### config.mk
export PLATFORM = sky130hd
export DESIGN_NAME = cscr_top
export DESIGN_NICKNAME = d
export VERILOG_FILES = /design/src/logic/cscr_pkg.sv /design/src/logic/cscr_conv_decode.sv /design/src/logic/cscr_top.sv
export SDC_FILE = /design/constraint.sdc
export NUM_CORES = 1
export LEC_CHECK = 0
export ABC_CLOCK_PERIOD_IN_PS = 7300
export BUFFER_PORTS_ARGS = -buffer_cell sky130_fd_sc_hd__buf_2
export CAP_MARGIN = 0
export CELL_PAD_IN_SITES_DETAIL_PLACEMENT = 1
export CELL_PAD_IN_SITES_GLOBAL_PLACEMENT = 1
export CORE_ASPECT_RATIO = 0.7
export CORE_UTILIZATION = 38
export CTS_BUF_LIST = sky130_fd_sc_hd__clkbuf_4 sky130_fd_sc_hd__clkbuf_8 sky130_fd_sc_hd__clkbuf_16
export CTS_CLUSTER_DIAMETER = 40
export DETAILED_ROUTE_END_ITERATION = 8
export PLACE_DENSITY = 0.88
export SYNTH_ARGS = -nofsm -noshare
export SYNTH_HDL_FRONTEND = slang
export SYNTH_SLANG_ARGS = --single-unit
### constraint.sdc
create_clock -name pclk -period 7.3 [get_ports pclk]
set_clock_uncertainty 0.1 [all_clocks]
set_input_delay 0.365 -clock pclk [delete_from_list [all_inputs] [get_ports pclk]]
set_output_delay 0.365 -clock pclk [all_outputs]
set_load 0.01 [all_outputs]
### src/logic/cscr_pkg.sv
// Purpose: shared constants for the converter start-up configuration block
// Assumes: apb byte addressing, one 32-bit word per register
// Notes:   printed offsets are indexes; byte address is four times the index
package cscr_pkg;

  localparam int unsigned ADDR_W = 18;

  // register indexes and byte addresses
  localparam logic [15:0]       CFG_INDEX   = 16'h7812;
  localparam logic [15:0]       STAT_INDEX  = 16'h7820;
  localparam logic [ADDR_W-1:0] CFG_ADDR    = ADDR_W'({CFG_INDEX, 2'b00});
  localparam logic [ADDR_W-1:0] STAT_ADDR   = ADDR_W'({STAT_INDEX, 2'b00});

  // configuration register field positions
  localparam int unsigned SLOT4_LSB  = 13;
  localparam int unsigned VSEL4_LSB  = 8;
  localparam int unsigned SLOT3_LSB  = 5;
  localparam int unsigned VSEL3_LSB  = 0;
  localparam int unsigned SLOT_W     = 3;
  localparam int unsigned VSEL_W     = 5;
  localparam int unsigned CODE_W     = 7;
  localparam int unsigned MV_W       = 12;

  // reset value and slot field codes
  localparam logic [15:0] CFG_RESET   = 16'h0000;
  localparam logic [SLOT_W-1:0] SLOT_NEVER = 3'h0;
  localparam logic [SLOT_W-1:0] SLOT_LAST  = 3'h5;
  localparam logic [SLOT_W-1:0] SLOT_HW1   = 3'h6;
  localparam logic [SLOT_W-1:0] SLOT_HW2   = 3'h7;

  // status register bit positions
  localparam int unsigned ST_BOOT_LOADED = 0;
  localparam int unsigned ST_CLAMP3      = 1;
  localparam int unsigned ST_CLAMP4      = 2;
  localparam int unsigned ST_MODE3_LSB   = 3;
  localparam int unsigned ST_MODE4_LSB   = 5;

  // output voltage law, millivolts
  localparam logic [MV_W-1:0]   BASE_MV  = 12'h352;
  localparam logic [MV_W-1:0]   STEP_MV  = 12'h019;
  localparam logic [MV_W-1:0]   MAX_MV   = 12'hD48;
  localparam logic [CODE_W-1:0] SAT_CODE = 7'h66;
  localparam logic [MV_W-1:0]   COARSE_STEP_MV = 12'h064;

  typedef enum logic [1:0] {
    CSCR_MODE_NEVER = 2'b00,
    CSCR_MODE_SLOT  = 2'b01,
    CSCR_MODE_HW1   = 2'b10,
    CSCR_MODE_HW2   = 2'b11
  } cscr_mode_e;

endpackage : cscr_pkg

### src/logic/cscr_conv_decode.sv
// Purpose: decode one converter's slot and voltage fields
// Assumes: slot and high voltage fields come straight from register flops, low code bits from input ports
// Notes:   purely combinational; clock only serves the checks
`timescale 1ns/1ps
module cscr_conv_decode (
  input  wire logic                          pclk,
  input  wire logic                          presetn,
  input  wire logic [cscr_pkg::SLOT_W-1:0]   slot_field,
  input  wire logic [cscr_pkg::VSEL_W-1:0]   vsel_high,
  input  wire logic [1:0]                    vsel_low,
  output cscr_pkg::cscr_mode_e               start_mode,
  output logic      [cscr_pkg::SLOT_W-1:0]   timeslot_index,
  output logic      [cscr_pkg::CODE_W-1:0]   voltage_code,
  output logic      [cscr_pkg::MV_W-1:0]     voltage_mv,
  output logic                               voltage_clamped
);

  logic [cscr_pkg::MV_W-1:0] linear_mv;

  always_comb begin
    timeslot_index = cscr_pkg::SLOT_NEVER;
    case (slot_field)
      cscr_pkg::SLOT_NEVER: start_mode = cscr_pkg::CSCR_MODE_NEVER;
      cscr_pkg::SLOT_HW1:   start_mode = cscr_pkg::CSCR_MODE_HW1;
      cscr_pkg::SLOT_HW2:   start_mode = cscr_pkg::CSCR_MODE_HW2;
      default: begin
        // codes 1..5 name the timeslot directly
        start_mode     = cscr_pkg::CSCR_MODE_SLOT;
        timeslot_index = slot_field;
      end
    endcase
  end

  assign voltage_code = {vsel_high, vsel_low};
  assign linear_mv    = cscr_pkg::MV_W'(cscr_pkg::BASE_MV
                        + cscr_pkg::MV_W'(voltage_code) * cscr_pkg::STEP_MV);

  // saturate, never wrap, above the top code
  assign voltage_clamped = (voltage_code >= cscr_pkg::SAT_CODE);
  assign voltage_mv      = voltage_clamped ? cscr_pkg::MAX_MV : linear_mv;

  chk_slot_mode_map: assert property (@(posedge pclk) disable iff (!presetn)
    (slot_field == cscr_pkg::SLOT_NEVER) == (start_mode == cscr_pkg::CSCR_MODE_NEVER)
    && ((slot_field > cscr_pkg::SLOT_NEVER && slot_field <= cscr_pkg::SLOT_LAST)
        == (start_mode == cscr_pkg::CSCR_MODE_SLOT && timeslot_index == slot_field)))
    else $error("slot field decoded to wrong mode");

  chk_slot_hw_map: assert property (@(posedge pclk) disable iff (!presetn)
    slot_field >= cscr_pkg::SLOT_HW1 |-> timeslot_index == cscr_pkg::SLOT_NEVER
      && (start_mode == cscr_pkg::CSCR_MODE_HW1) == (slot_field == cscr_pkg::SLOT_HW1)
      && (start_mode == cscr_pkg::CSCR_MODE_HW2) == (slot_field == cscr_pkg::SLOT_HW2))
    else $error("hardware enable slot decoded wrong");

  chk_volt_linear: assert property (@(posedge pclk) disable iff (!presetn)
    voltage_code < cscr_pkg::SAT_CODE |->
      voltage_mv == 12'(850 + 25 * int'(voltage_code)) && !voltage_clamped)
    else $error("voltage not linear below saturation");

  chk_volt_clamp: assert property (@(posedge pclk) disable iff (!presetn)
    voltage_code >= 7'h66 |-> voltage_mv == 12'd3400 && voltage_clamped)
    else $error("saturated code did not clamp");

  // coarse step of the high field
  chk_coarse_step: assert property (@(posedge pclk) disable iff (!presetn)
    // widened so a 1F to 00 wrap is not taken for a step
    (voltage_code < 7'h62 && $stable(vsel_low)
      && {1'b0, vsel_high} == {1'b0, $past(vsel_high)} + 6'h01)
      |-> voltage_mv == $past(voltage_mv) + cscr_pkg::COARSE_STEP_MV)
    else $error("coarse step is not one hundred millivolts");

endmodule : cscr_conv_decode

### src/logic/cscr_top.sv
// Purpose: start-up configuration register for converters three and four
// Assumes: apb slave, zero wait states, bootstrap loader has a word port
// Notes:   bootstrap load wins over a same-cycle software write
//
// Implementation choice: the APB slave port.
`timescale 1ns/1ps

// Overview of operation
// - fourth converter slot bits 15:13, reset 000: never, slots 1-5, hardware enables
// - third converter slot bits 7:5, reset 000, same encoding as the fourth
// - bits 12:8 hold fourth voltage code bits 6:2, 100mV per step
// - fourth voltage code: 0.85V at 00h, 25mV per code, 66h up is 3.4V
// - bits 4:0 hold third voltage code bits 6:2, reset zero, 100mV per step
// - third voltage code: same linear law, codes 66h to 7Fh clamp to 3.4V
module cscr_top #(
  parameter int unsigned ADDR_W = cscr_pkg::ADDR_W
) (
  input  wire logic                        pclk,
  input  wire logic                        presetn,
  input  wire logic [ADDR_W-1:0]           paddr,
  input  wire logic                        psel,
  input  wire logic                        penable,
  input  wire logic                        pwrite,
  input  wire logic [31:0]                 pwdata,
  input  wire logic [3:0]                  pstrb,
  output logic      [31:0]                 prdata,
  output logic                             pready,
  output logic                             pslverr,
  input  wire logic                        boot_load_valid,
  input  wire logic [15:0]                 boot_load_data,
  input  wire logic [1:0]                  conv_three_code_low,
  input  wire logic [1:0]                  conv_four_code_low,
  output cscr_pkg::cscr_mode_e             conv_three_start_mode,
  output logic      [cscr_pkg::SLOT_W-1:0] conv_three_start_slot,
  output logic      [cscr_pkg::CODE_W-1:0] conv_three_code,
  output logic      [cscr_pkg::MV_W-1:0]   conv_three_start_mv,
  output cscr_pkg::cscr_mode_e             conv_four_start_mode,
  output logic      [cscr_pkg::SLOT_W-1:0] conv_four_start_slot,
  output logic      [cscr_pkg::CODE_W-1:0] conv_four_code,
  output logic      [cscr_pkg::MV_W-1:0]   conv_four_start_mv
);

  logic [15:0]                 cfg_reg;
  logic [15:0]                 cfg_next;
  logic                        boot_loaded_reg;
  logic [31:0]                 prdata_reg;
  logic [31:0]                 status_word;
  logic                        setup;
  logic                        access;
  logic                        hit_cfg;
  logic                        hit_stat;
  logic                        unmapped;
  logic                        wr_cfg;
  logic                        clr_boot;
  logic                        clamp3;
  logic                        clamp4;
  logic [cscr_pkg::SLOT_W-1:0] conv_four_start_timeslot;
  logic [cscr_pkg::VSEL_W-1:0] conv_four_start_voltage_code;
  logic [cscr_pkg::SLOT_W-1:0] conv_three_start_timeslot;
  logic [cscr_pkg::VSEL_W-1:0] conv_three_start_voltage_code;

  // bus decode
  assign setup    = psel && !penable;
  assign access   = psel && penable;
  assign hit_cfg  = (paddr == cscr_pkg::CFG_ADDR);
  assign hit_stat = (paddr == cscr_pkg::STAT_ADDR);
  assign unmapped = !hit_cfg && !hit_stat;
  assign wr_cfg   = access && pwrite && hit_cfg;
  assign clr_boot = access && pwrite && hit_stat && pstrb[0]
                    && pwdata[cscr_pkg::ST_BOOT_LOADED];

  // always ready: every read is captured in a flop at setup, nothing to wait for
  assign pready  = 1'b1;
  assign pslverr = access && unmapped;
  assign prdata  = prdata_reg;

  assign conv_four_start_timeslot      = cfg_reg[cscr_pkg::SLOT4_LSB +: cscr_pkg::SLOT_W];
  assign conv_four_start_voltage_code  = cfg_reg[cscr_pkg::VSEL4_LSB +: cscr_pkg::VSEL_W];
  assign conv_three_start_timeslot     = cfg_reg[cscr_pkg::SLOT3_LSB +: cscr_pkg::SLOT_W];
  assign conv_three_start_voltage_code = cfg_reg[cscr_pkg::VSEL3_LSB +: cscr_pkg::VSEL_W];

  // byte lanes: lane 1 holds the fourth converter, lane 0 the third
  always_comb begin
    cfg_next = cfg_reg;
    if (boot_load_valid) begin
      cfg_next = boot_load_data;
    end else if (wr_cfg) begin
      if (pstrb[1]) begin
        cfg_next[15:8] = pwdata[15:8];
      end
      if (pstrb[0]) begin
        cfg_next[7:0] = pwdata[7:0];
      end
    end
  end

  always_ff @(posedge pclk or negedge presetn) begin
    if (!presetn) begin
      cfg_reg <= cscr_pkg::CFG_RESET;
    end else begin
      cfg_reg <= cfg_next;
    end
  end

  // sticky load flag; a load in the clearing cycle wins
  always_ff @(posedge pclk or negedge presetn) begin
    if (!presetn) begin
      boot_loaded_reg <= 1'b0;
    end else if (boot_load_valid) begin
      boot_loaded_reg <= 1'b1;
    end else if (clr_boot) begin
      boot_loaded_reg <= 1'b0;
    end
  end

  always_comb begin
    status_word = 32'h0000_0000;
    status_word[cscr_pkg::ST_BOOT_LOADED]     = boot_loaded_reg;
    status_word[cscr_pkg::ST_CLAMP3]          = clamp3;
    status_word[cscr_pkg::ST_CLAMP4]          = clamp4;
    status_word[cscr_pkg::ST_MODE3_LSB +: 2]  = conv_three_start_mode;
    status_word[cscr_pkg::ST_MODE4_LSB +: 2]  = conv_four_start_mode;
  end

  // read data captured in the setup phase, stands through access
  always_ff @(posedge pclk or negedge presetn) begin
    if (!presetn) begin
      prdata_reg <= 32'h0000_0000;
    end else if (setup && !pwrite) begin
      if (hit_cfg) begin
        prdata_reg <= {16'h0000, cfg_next};
      end else if (hit_stat) begin
        prdata_reg <= status_word;
      end else begin
        prdata_reg <= 32'h0000_0000;
      end
    end
  end

  cscr_conv_decode u_dec_three (
    .pclk            (pclk),
    .presetn         (presetn),
    .slot_field      (conv_three_start_timeslot),
    .vsel_high       (conv_three_start_voltage_code),
    .vsel_low        (conv_three_code_low),
    .start_mode      (conv_three_start_mode),
    .timeslot_index  (conv_three_start_slot),
    .voltage_code    (conv_three_code),
    .voltage_mv      (conv_three_start_mv),
    .voltage_clamped (clamp3)
  );

  cscr_conv_decode u_dec_four (
    .pclk            (pclk),
    .presetn         (presetn),
    .slot_field      (conv_four_start_timeslot),
    .vsel_high       (conv_four_start_voltage_code),
    .vsel_low        (conv_four_code_low),
    .start_mode      (conv_four_start_mode),
    .timeslot_index  (conv_four_start_slot),
    .voltage_code    (conv_four_code),
    .voltage_mv      (conv_four_start_mv),
    .voltage_clamped (clamp4)
  );

  chk_slot4_write: assert property (@(posedge pclk) disable iff (!presetn)
    (wr_cfg && pstrb[1] && !boot_load_valid)
      |=> conv_four_start_timeslot == $past(pwdata[15:13]))
    else $error("fourth slot field not written");

  chk_slot3_write: assert property (@(posedge pclk) disable iff (!presetn)
    (wr_cfg && pstrb[0] && !boot_load_valid)
      |=> conv_three_start_timeslot == $past(pwdata[7:5]))
    else $error("third slot field not written");

  chk_vsel4_write: assert property (@(posedge pclk) disable iff (!presetn)
    (wr_cfg && pstrb[1] && !boot_load_valid)
      |=> conv_four_code[6:2] == $past(pwdata[12:8]))
    else $error("fourth voltage field not at code bits six to two");

  chk_vsel3_write: assert property (@(posedge pclk) disable iff (!presetn)
    (wr_cfg && pstrb[0] && !boot_load_valid)
      |=> conv_three_code[6:2] == $past(pwdata[4:0]))
    else $error("third voltage field not at code bits six to two");

  chk_lane_keep: assert property (@(posedge pclk) disable iff (!presetn)
    (wr_cfg && !pstrb[0] && !boot_load_valid) |=> $stable(cfg_reg[7:0]))
    else $error("unstrobed low lane changed");

  chk_boot_wins: assert property (@(posedge pclk) disable iff (!presetn)
    boot_load_valid |=> cfg_reg == $past(boot_load_data) && boot_loaded_reg)
    else $error("bootstrap load not taken");

  chk_four_volt_out: assert property (@(posedge pclk) disable iff (!presetn)
    conv_four_code >= 7'h66 |-> conv_four_start_mv == 12'd3400)
    else $error("fourth converter voltage not clamped");

  chk_read_cfg: assert property (@(posedge pclk) disable iff (!presetn)
    (setup && !pwrite && hit_cfg && !boot_load_valid) ##1 (access && !wr_cfg)
      |-> prdata[15:0] == cfg_reg && prdata[31:16] == 16'h0000)
    else $error("read data does not show the register");

  chk_unmapped_err: assert property (@(posedge pclk) disable iff (!presetn)
    (access && unmapped) |-> pslverr && pready)
    else $error("unmapped access not flagged");

  chk_reset_values: assert property (@(posedge pclk) disable iff (!presetn)
    $rose(presetn) |-> cfg_reg == cscr_pkg::CFG_RESET && !boot_loaded_reg
      && prdata == 32'h0000_0000)
    else $error("register not at reset value after release");

  chk_lane_high_keep: assert property (@(posedge pclk) disable iff (!presetn)
    (wr_cfg && !pstrb[1] && !boot_load_valid) |=> $stable(cfg_reg[15:8]))
    else $error("unstrobed high lane changed");

  chk_idle_hold: assert property (@(posedge pclk) disable iff (!presetn)
    (!wr_cfg && !boot_load_valid) |=> $stable(cfg_reg))
    else $error("register changed without a write or load");

  chk_err_mapped: assert property (@(posedge pclk) disable iff (!presetn)
    (access && !unmapped) |-> !pslverr)
    else $error("mapped access flagged as error");

  chk_unmapped_read: assert property (@(posedge pclk) disable iff (!presetn)
    (setup && !pwrite && unmapped) ##1 access |-> prdata == 32'h0000_0000)
    else $error("unmapped read not zero");

  chk_read_stat: assert property (@(posedge pclk) disable iff (!presetn)
    (setup && !pwrite && hit_stat) ##1 access |-> prdata == $past(status_word))
    else $error("status read does not match status word");

  chk_boot_clear: assert property (@(posedge pclk) disable iff (!presetn)
    (clr_boot && !boot_load_valid) |=> !boot_loaded_reg)
    else $error("load flag not cleared");

  chk_boot_sticky: assert property (@(posedge pclk) disable iff (!presetn)
    (!clr_boot && !boot_load_valid) |=> $stable(boot_loaded_reg))
    else $error("load flag changed on its own");

  chk_status_flags: assert property (@(posedge pclk) disable iff (!presetn)
    status_word[cscr_pkg::ST_CLAMP3] == (conv_three_code >= 7'h66)
      && status_word[cscr_pkg::ST_CLAMP4] == (conv_four_code >= 7'h66)
      && status_word[cscr_pkg::ST_MODE3_LSB +: 2] == conv_three_start_mode
      && status_word[cscr_pkg::ST_MODE4_LSB +: 2] == conv_four_start_mode)
    else $error("status word does not mirror the decode");

  chk_slot4_range: assert property (@(posedge pclk) disable iff (!presetn)
    conv_four_start_mode == cscr_pkg::CSCR_MODE_SLOT
      |-> conv_four_start_slot != 3'h0 && conv_four_start_slot <= 3'h5)
    else $error("fourth timeslot out of range");

  chk_slot3_range: assert property (@(posedge pclk) disable iff (!presetn)
    conv_three_start_mode == cscr_pkg::CSCR_MODE_SLOT
      |-> conv_three_start_slot != 3'h0 && conv_three_start_slot <= 3'h5)
    else $error("third timeslot out of range");

  chk_slot4_never: assert property (@(posedge pclk) disable iff (!presetn)
    conv_four_start_timeslot == 3'h0
      |-> conv_four_start_mode == cscr_pkg::CSCR_MODE_NEVER && conv_four_start_slot == 3'h0)
    else $error("fourth converter not left disabled");

  chk_slot3_hw: assert property (@(posedge pclk) disable iff (!presetn)
    conv_three_start_timeslot == 3'h6
      |-> conv_three_start_mode == cscr_pkg::CSCR_MODE_HW1 && conv_three_start_slot == 3'h0)
    else $error("third converter not on first hardware enable");

  chk_four_volt_step: assert property (@(posedge pclk) disable iff (!presetn)
    conv_four_code < 7'h66
      |-> conv_four_start_mv == 12'(850 + 25 * int'(conv_four_code)))
    else $error("fourth converter voltage not linear");

  chk_three_volt_out: assert property (@(posedge pclk) disable iff (!presetn)
    conv_three_code >= 7'h66 |-> conv_three_start_mv == 12'd3400)
    else $error("third converter voltage not clamped");

  chk_three_volt_base: assert property (@(posedge pclk) disable iff (!presetn)
    conv_three_code == 7'h00 |-> conv_three_start_mv == 12'd850)
    else $error("third converter bottom code wrong");

  cov_boot_load: cover property (@(posedge pclk) disable iff (!presetn)
    boot_load_valid ##1 access && !pwrite && hit_cfg);
  cov_hw_enable: cover property (@(posedge pclk) disable iff (!presetn)
    conv_four_start_mode == cscr_pkg::CSCR_MODE_HW2
      && conv_three_start_mode == cscr_pkg::CSCR_MODE_HW1);
  cov_clamp: cover property (@(posedge pclk) disable iff (!presetn) clamp3 && clamp4);
  cov_slot_five: cover property (@(posedge pclk) disable iff (!presetn)
    conv_three_start_slot == 3'h5);

endmodule : cscr_top

==> results.md <==
- Critical path required time: 6.84 ns
- Die W: 120 um
- Largest area contributor in the netlist: dfrtp_1
- Post-CTS Repair Setup Buffers: 0
- Fraction of layout cells with a size suffix above 1: 0.272
- Setup violations, final: 0
- Routed Antenna Nets: 0
- Vias per cell: between 5 and 6
- HP Class: primary input to async pin
- Clock power share: 0.246
- Buf/Inv on CP: 3
- Site row count: 29
- Worst ir drop on vdd: approximately 0.13 mV
- Clk_lat worst skew: 0.28 ns
- DRT iter0 DRCs: 89
- Critical path type: flop to primary output
- Yosys warns: 0
- Wire length per cell: 15.5 um
- Psw: 0.353 mW
- Avg Synthesized Cell Area: 8.71 sq um
- Placement Setup Slack: 3.42 ns
- Synth area leaders: dfrtp_1 22%, ha_1 22%, buf_4 6.3%, o21ai_0 4.1%, inv_1 4.0%
- CTS H-tree lvls: 2
- Total Wirelength: approximately 10000 um
- Ant. Diodes: 0
- Final worst slack: 3.12 ns
- Max frequency: 239 MHz
- Global Route Usage Sum: 0.202
- Clock sinks: 33
- Maximum root-to-sink buffer count: 2
- DR pass1 iterations: 4
- TritonCTS clock tree: yes
- Unique masters post-synth: 43
- RSZ-0062 raised after global routing: no
- Final hold vios: 0
- Worst stage delay on the critical path: 0.58 ns
- Relative slew slack: 0.331
- GR Layer Usage met2: 0.373
- Async SR Flop Fraction: 1.00
- GPL Wtd Cong: 0.808
- Met3 Track Usage GR: 0.0442
- Via total after detailed routing: 3275
- Global-route wire length before repair: roughly 16000 um
- Area Growth Syn to Fin: 19.4%
- Core Footprint: 9250 sq um
- Hold Buf Count CTS: 0
- Cells after DPL: 646
- P_leak: 2.41 nW
- Port Buffers: roughly 130
- Yosys reg bits: 33
- Max_cap viols: 0
- Most frequent CP cell: ha_1
- Worst-path clk slew: 0.05 ns
- Largest net degree at the start of global routing: 59
- CP top delay family: adder cells
- NumNets Final: 679
- Slowest CP cell: a2111oi_0
- Fillers: 1176
- Data arrival, critical path: 3.72 ns
- Vias in the first global route: 3437
- Worst-path maximum fanout: 6
- Switching fraction of total power: 0.389
- Die area: 10100 sq um
- Crit start category: flop
- Power density over the cells: a little over 200 nW/um^2
- Tightest Pin Transition: 1.00 ns
- Most frequent cell after synthesis: ha_1
- Met1 usage: 0.244
- Top Usage Layer GRT: met2
- Seq pwr share: 0.226
- Residual DRC count: 0
- Gr ovfl total: 0
- Combinational fraction of design power: 0.528
- Post-route minimum period: 4.18 ns
- Synth Flop Type: dfrtp_1
- Die height: 84.5 um
- Post-synth EDFFs: 0
- HPWL Detailed: 8160 um
- Synth cell count leaders: 66 x ha_1, 39 x inv_1, 33 x dfrtp_1
- Multi-input gate area: 2490 sq um
- I/O pins: 162
- Root buffer cell: clkbuf_16
- Synth top area share: 0.224
- Mapped cell area: roughly 3700 sq um
- Period utilization: 0.573
- Starting Density: 0.399
- Run status: completed
- Crit-path cells: ha_1, inv_1, fa_1, inv_1, ha_1, ha_1, a21oi_1, o21ai_0, a2111oi_0, nor3_1, nand3b_1, buf_2
- Nature of the critical path endpoint: primary output
- Mapped Cells: 424
- Register area share after synthesis: 0.224
- Max-slew violations: 0
- Storage cell area: ~830 sq um
- Internal: roughly 0.55 mW
- Finished Layout Cells: between 600 and 700
- Post-CTS Resized: 0
- Setup TNS: 0 ns
- Number of buffers created by CTS: 5
- Initial antenna violation count: 0
power groups by stage:
| stage | registers [mW] | logic, mW | clock network [mW] |
|---|---|---|---|
| 3_3_place_gp | 0.207 | 0.457 | 0 |
| 3_5_place_dp | 0.207 | 0.485 | 0 |
| 6_report | 0.205 | 0.478 | 0.223 |
| 5_1_grt | 0.206 | 0.545 | 0.235 |
| 2_1_floorplan | 0.203 | 0.342 | 0 |
| 4_1_cts | 0.205 | 0.489 | 0.227 |
worst reg2reg max path: cells and delay by family, from the launching register on:
kind / cells / cell delay [ns]
AOI/OAI and AO/OA: 3 / 1.14
adders and majority gates: 1 / 0.22
buffers and inverters: 1 / 0.12
DFF: 1 / 0.45
and+or+nand+nor: 1 / 0.19
cell families (layout without fill, tap and decap cells):
kind of cell | Yosys count | after routing | synth area share
flip-flops | 33 | 33 | 0.224
XOR/XNOR | 18 | 18 | 0.0427
AND/OR/NAND/NOR | 121 | 121 | 0.188
AO/OA/AOI/OAI | 89 | 89 | 0.156
multiplexers | 9 | 9 | 0.0244
adder cells (fa/ha/maj) | 70 | 70 | 0.245
buffers and inverters | 82 | 173 | 0.117
other | 2 | 17 | 0.00203
metrics by stage:
stage	total power [mW]	hold slack (ns)	cell area, sq um	util
6_report	0.906	0.0687	4410	0.476
3_3_place_gp	0.664	0.376	4250	0.459
5_1_grt	0.986	0.127	4410	0.476
2_1_floorplan	0.545	-0.0306	3750	-
4_1_cts	0.920	0.0889	4410	0.476
3_5_place_dp	0.692	0.381	4250	0.459
metal layers:
layer,share of wire,vias up
met4,0.0069,0
met5,0,-
met1,0.44,1588
li1,-,1607
met2,0.51,73
met3,0.047,7
placed cells by master, fill, tap and decap left out, types with 3 or more instances in the layout:
cell type  count
a21o_1        11
a21oi_1       23
a22oi_1        8
and2_1        16
and4_1         3
buf_2        126
clkbuf_16      5
conb_1        17
dfrtp_1       33
fa_1           4
ha_1          66
inv_1         39
mux2i_1        9
nand2_1       28
nand2b_1      20
nand3b_1       3
nor2_1        14
nor2b_1       10
nor3_1         8
o21ai_0       30
o21bai_1       3
o311a_1        5
or3_1          3
xnor2_1       14
xor2_1         4
worst paths after layout:
kind                                   start                     end  slack, ns  cells past startpoint
setup / recovery                  cfg_reg[8]  conv_four_start_mv[11]       3.12                     12
hold / removal                       presetn             cfg_reg[15]       0.07                      1
setup reg to reg                  cfg_reg[2]               prdata[1]       4.97                      6
hold reg to reg                    prdata[7]               prdata[7]       0.42                      2
max in group asynchronous            presetn              cfg_reg[2]       6.53                      1
min in group pclk          boot_load_data[7]              cfg_reg[7]       0.21                      3
final cells by class:
type | instances | area share
clock buffer | 7 | 0.0346
clock inverter | 1 | 0.00114
inverter | 39 | 0.0332
multi-input combinational | 324 | 0.565
sequential | 33 | 0.187
tap | 124 | 0.0352
timing repair buffer | 126 | 0.143
Power figures use the tool's default switching activity.
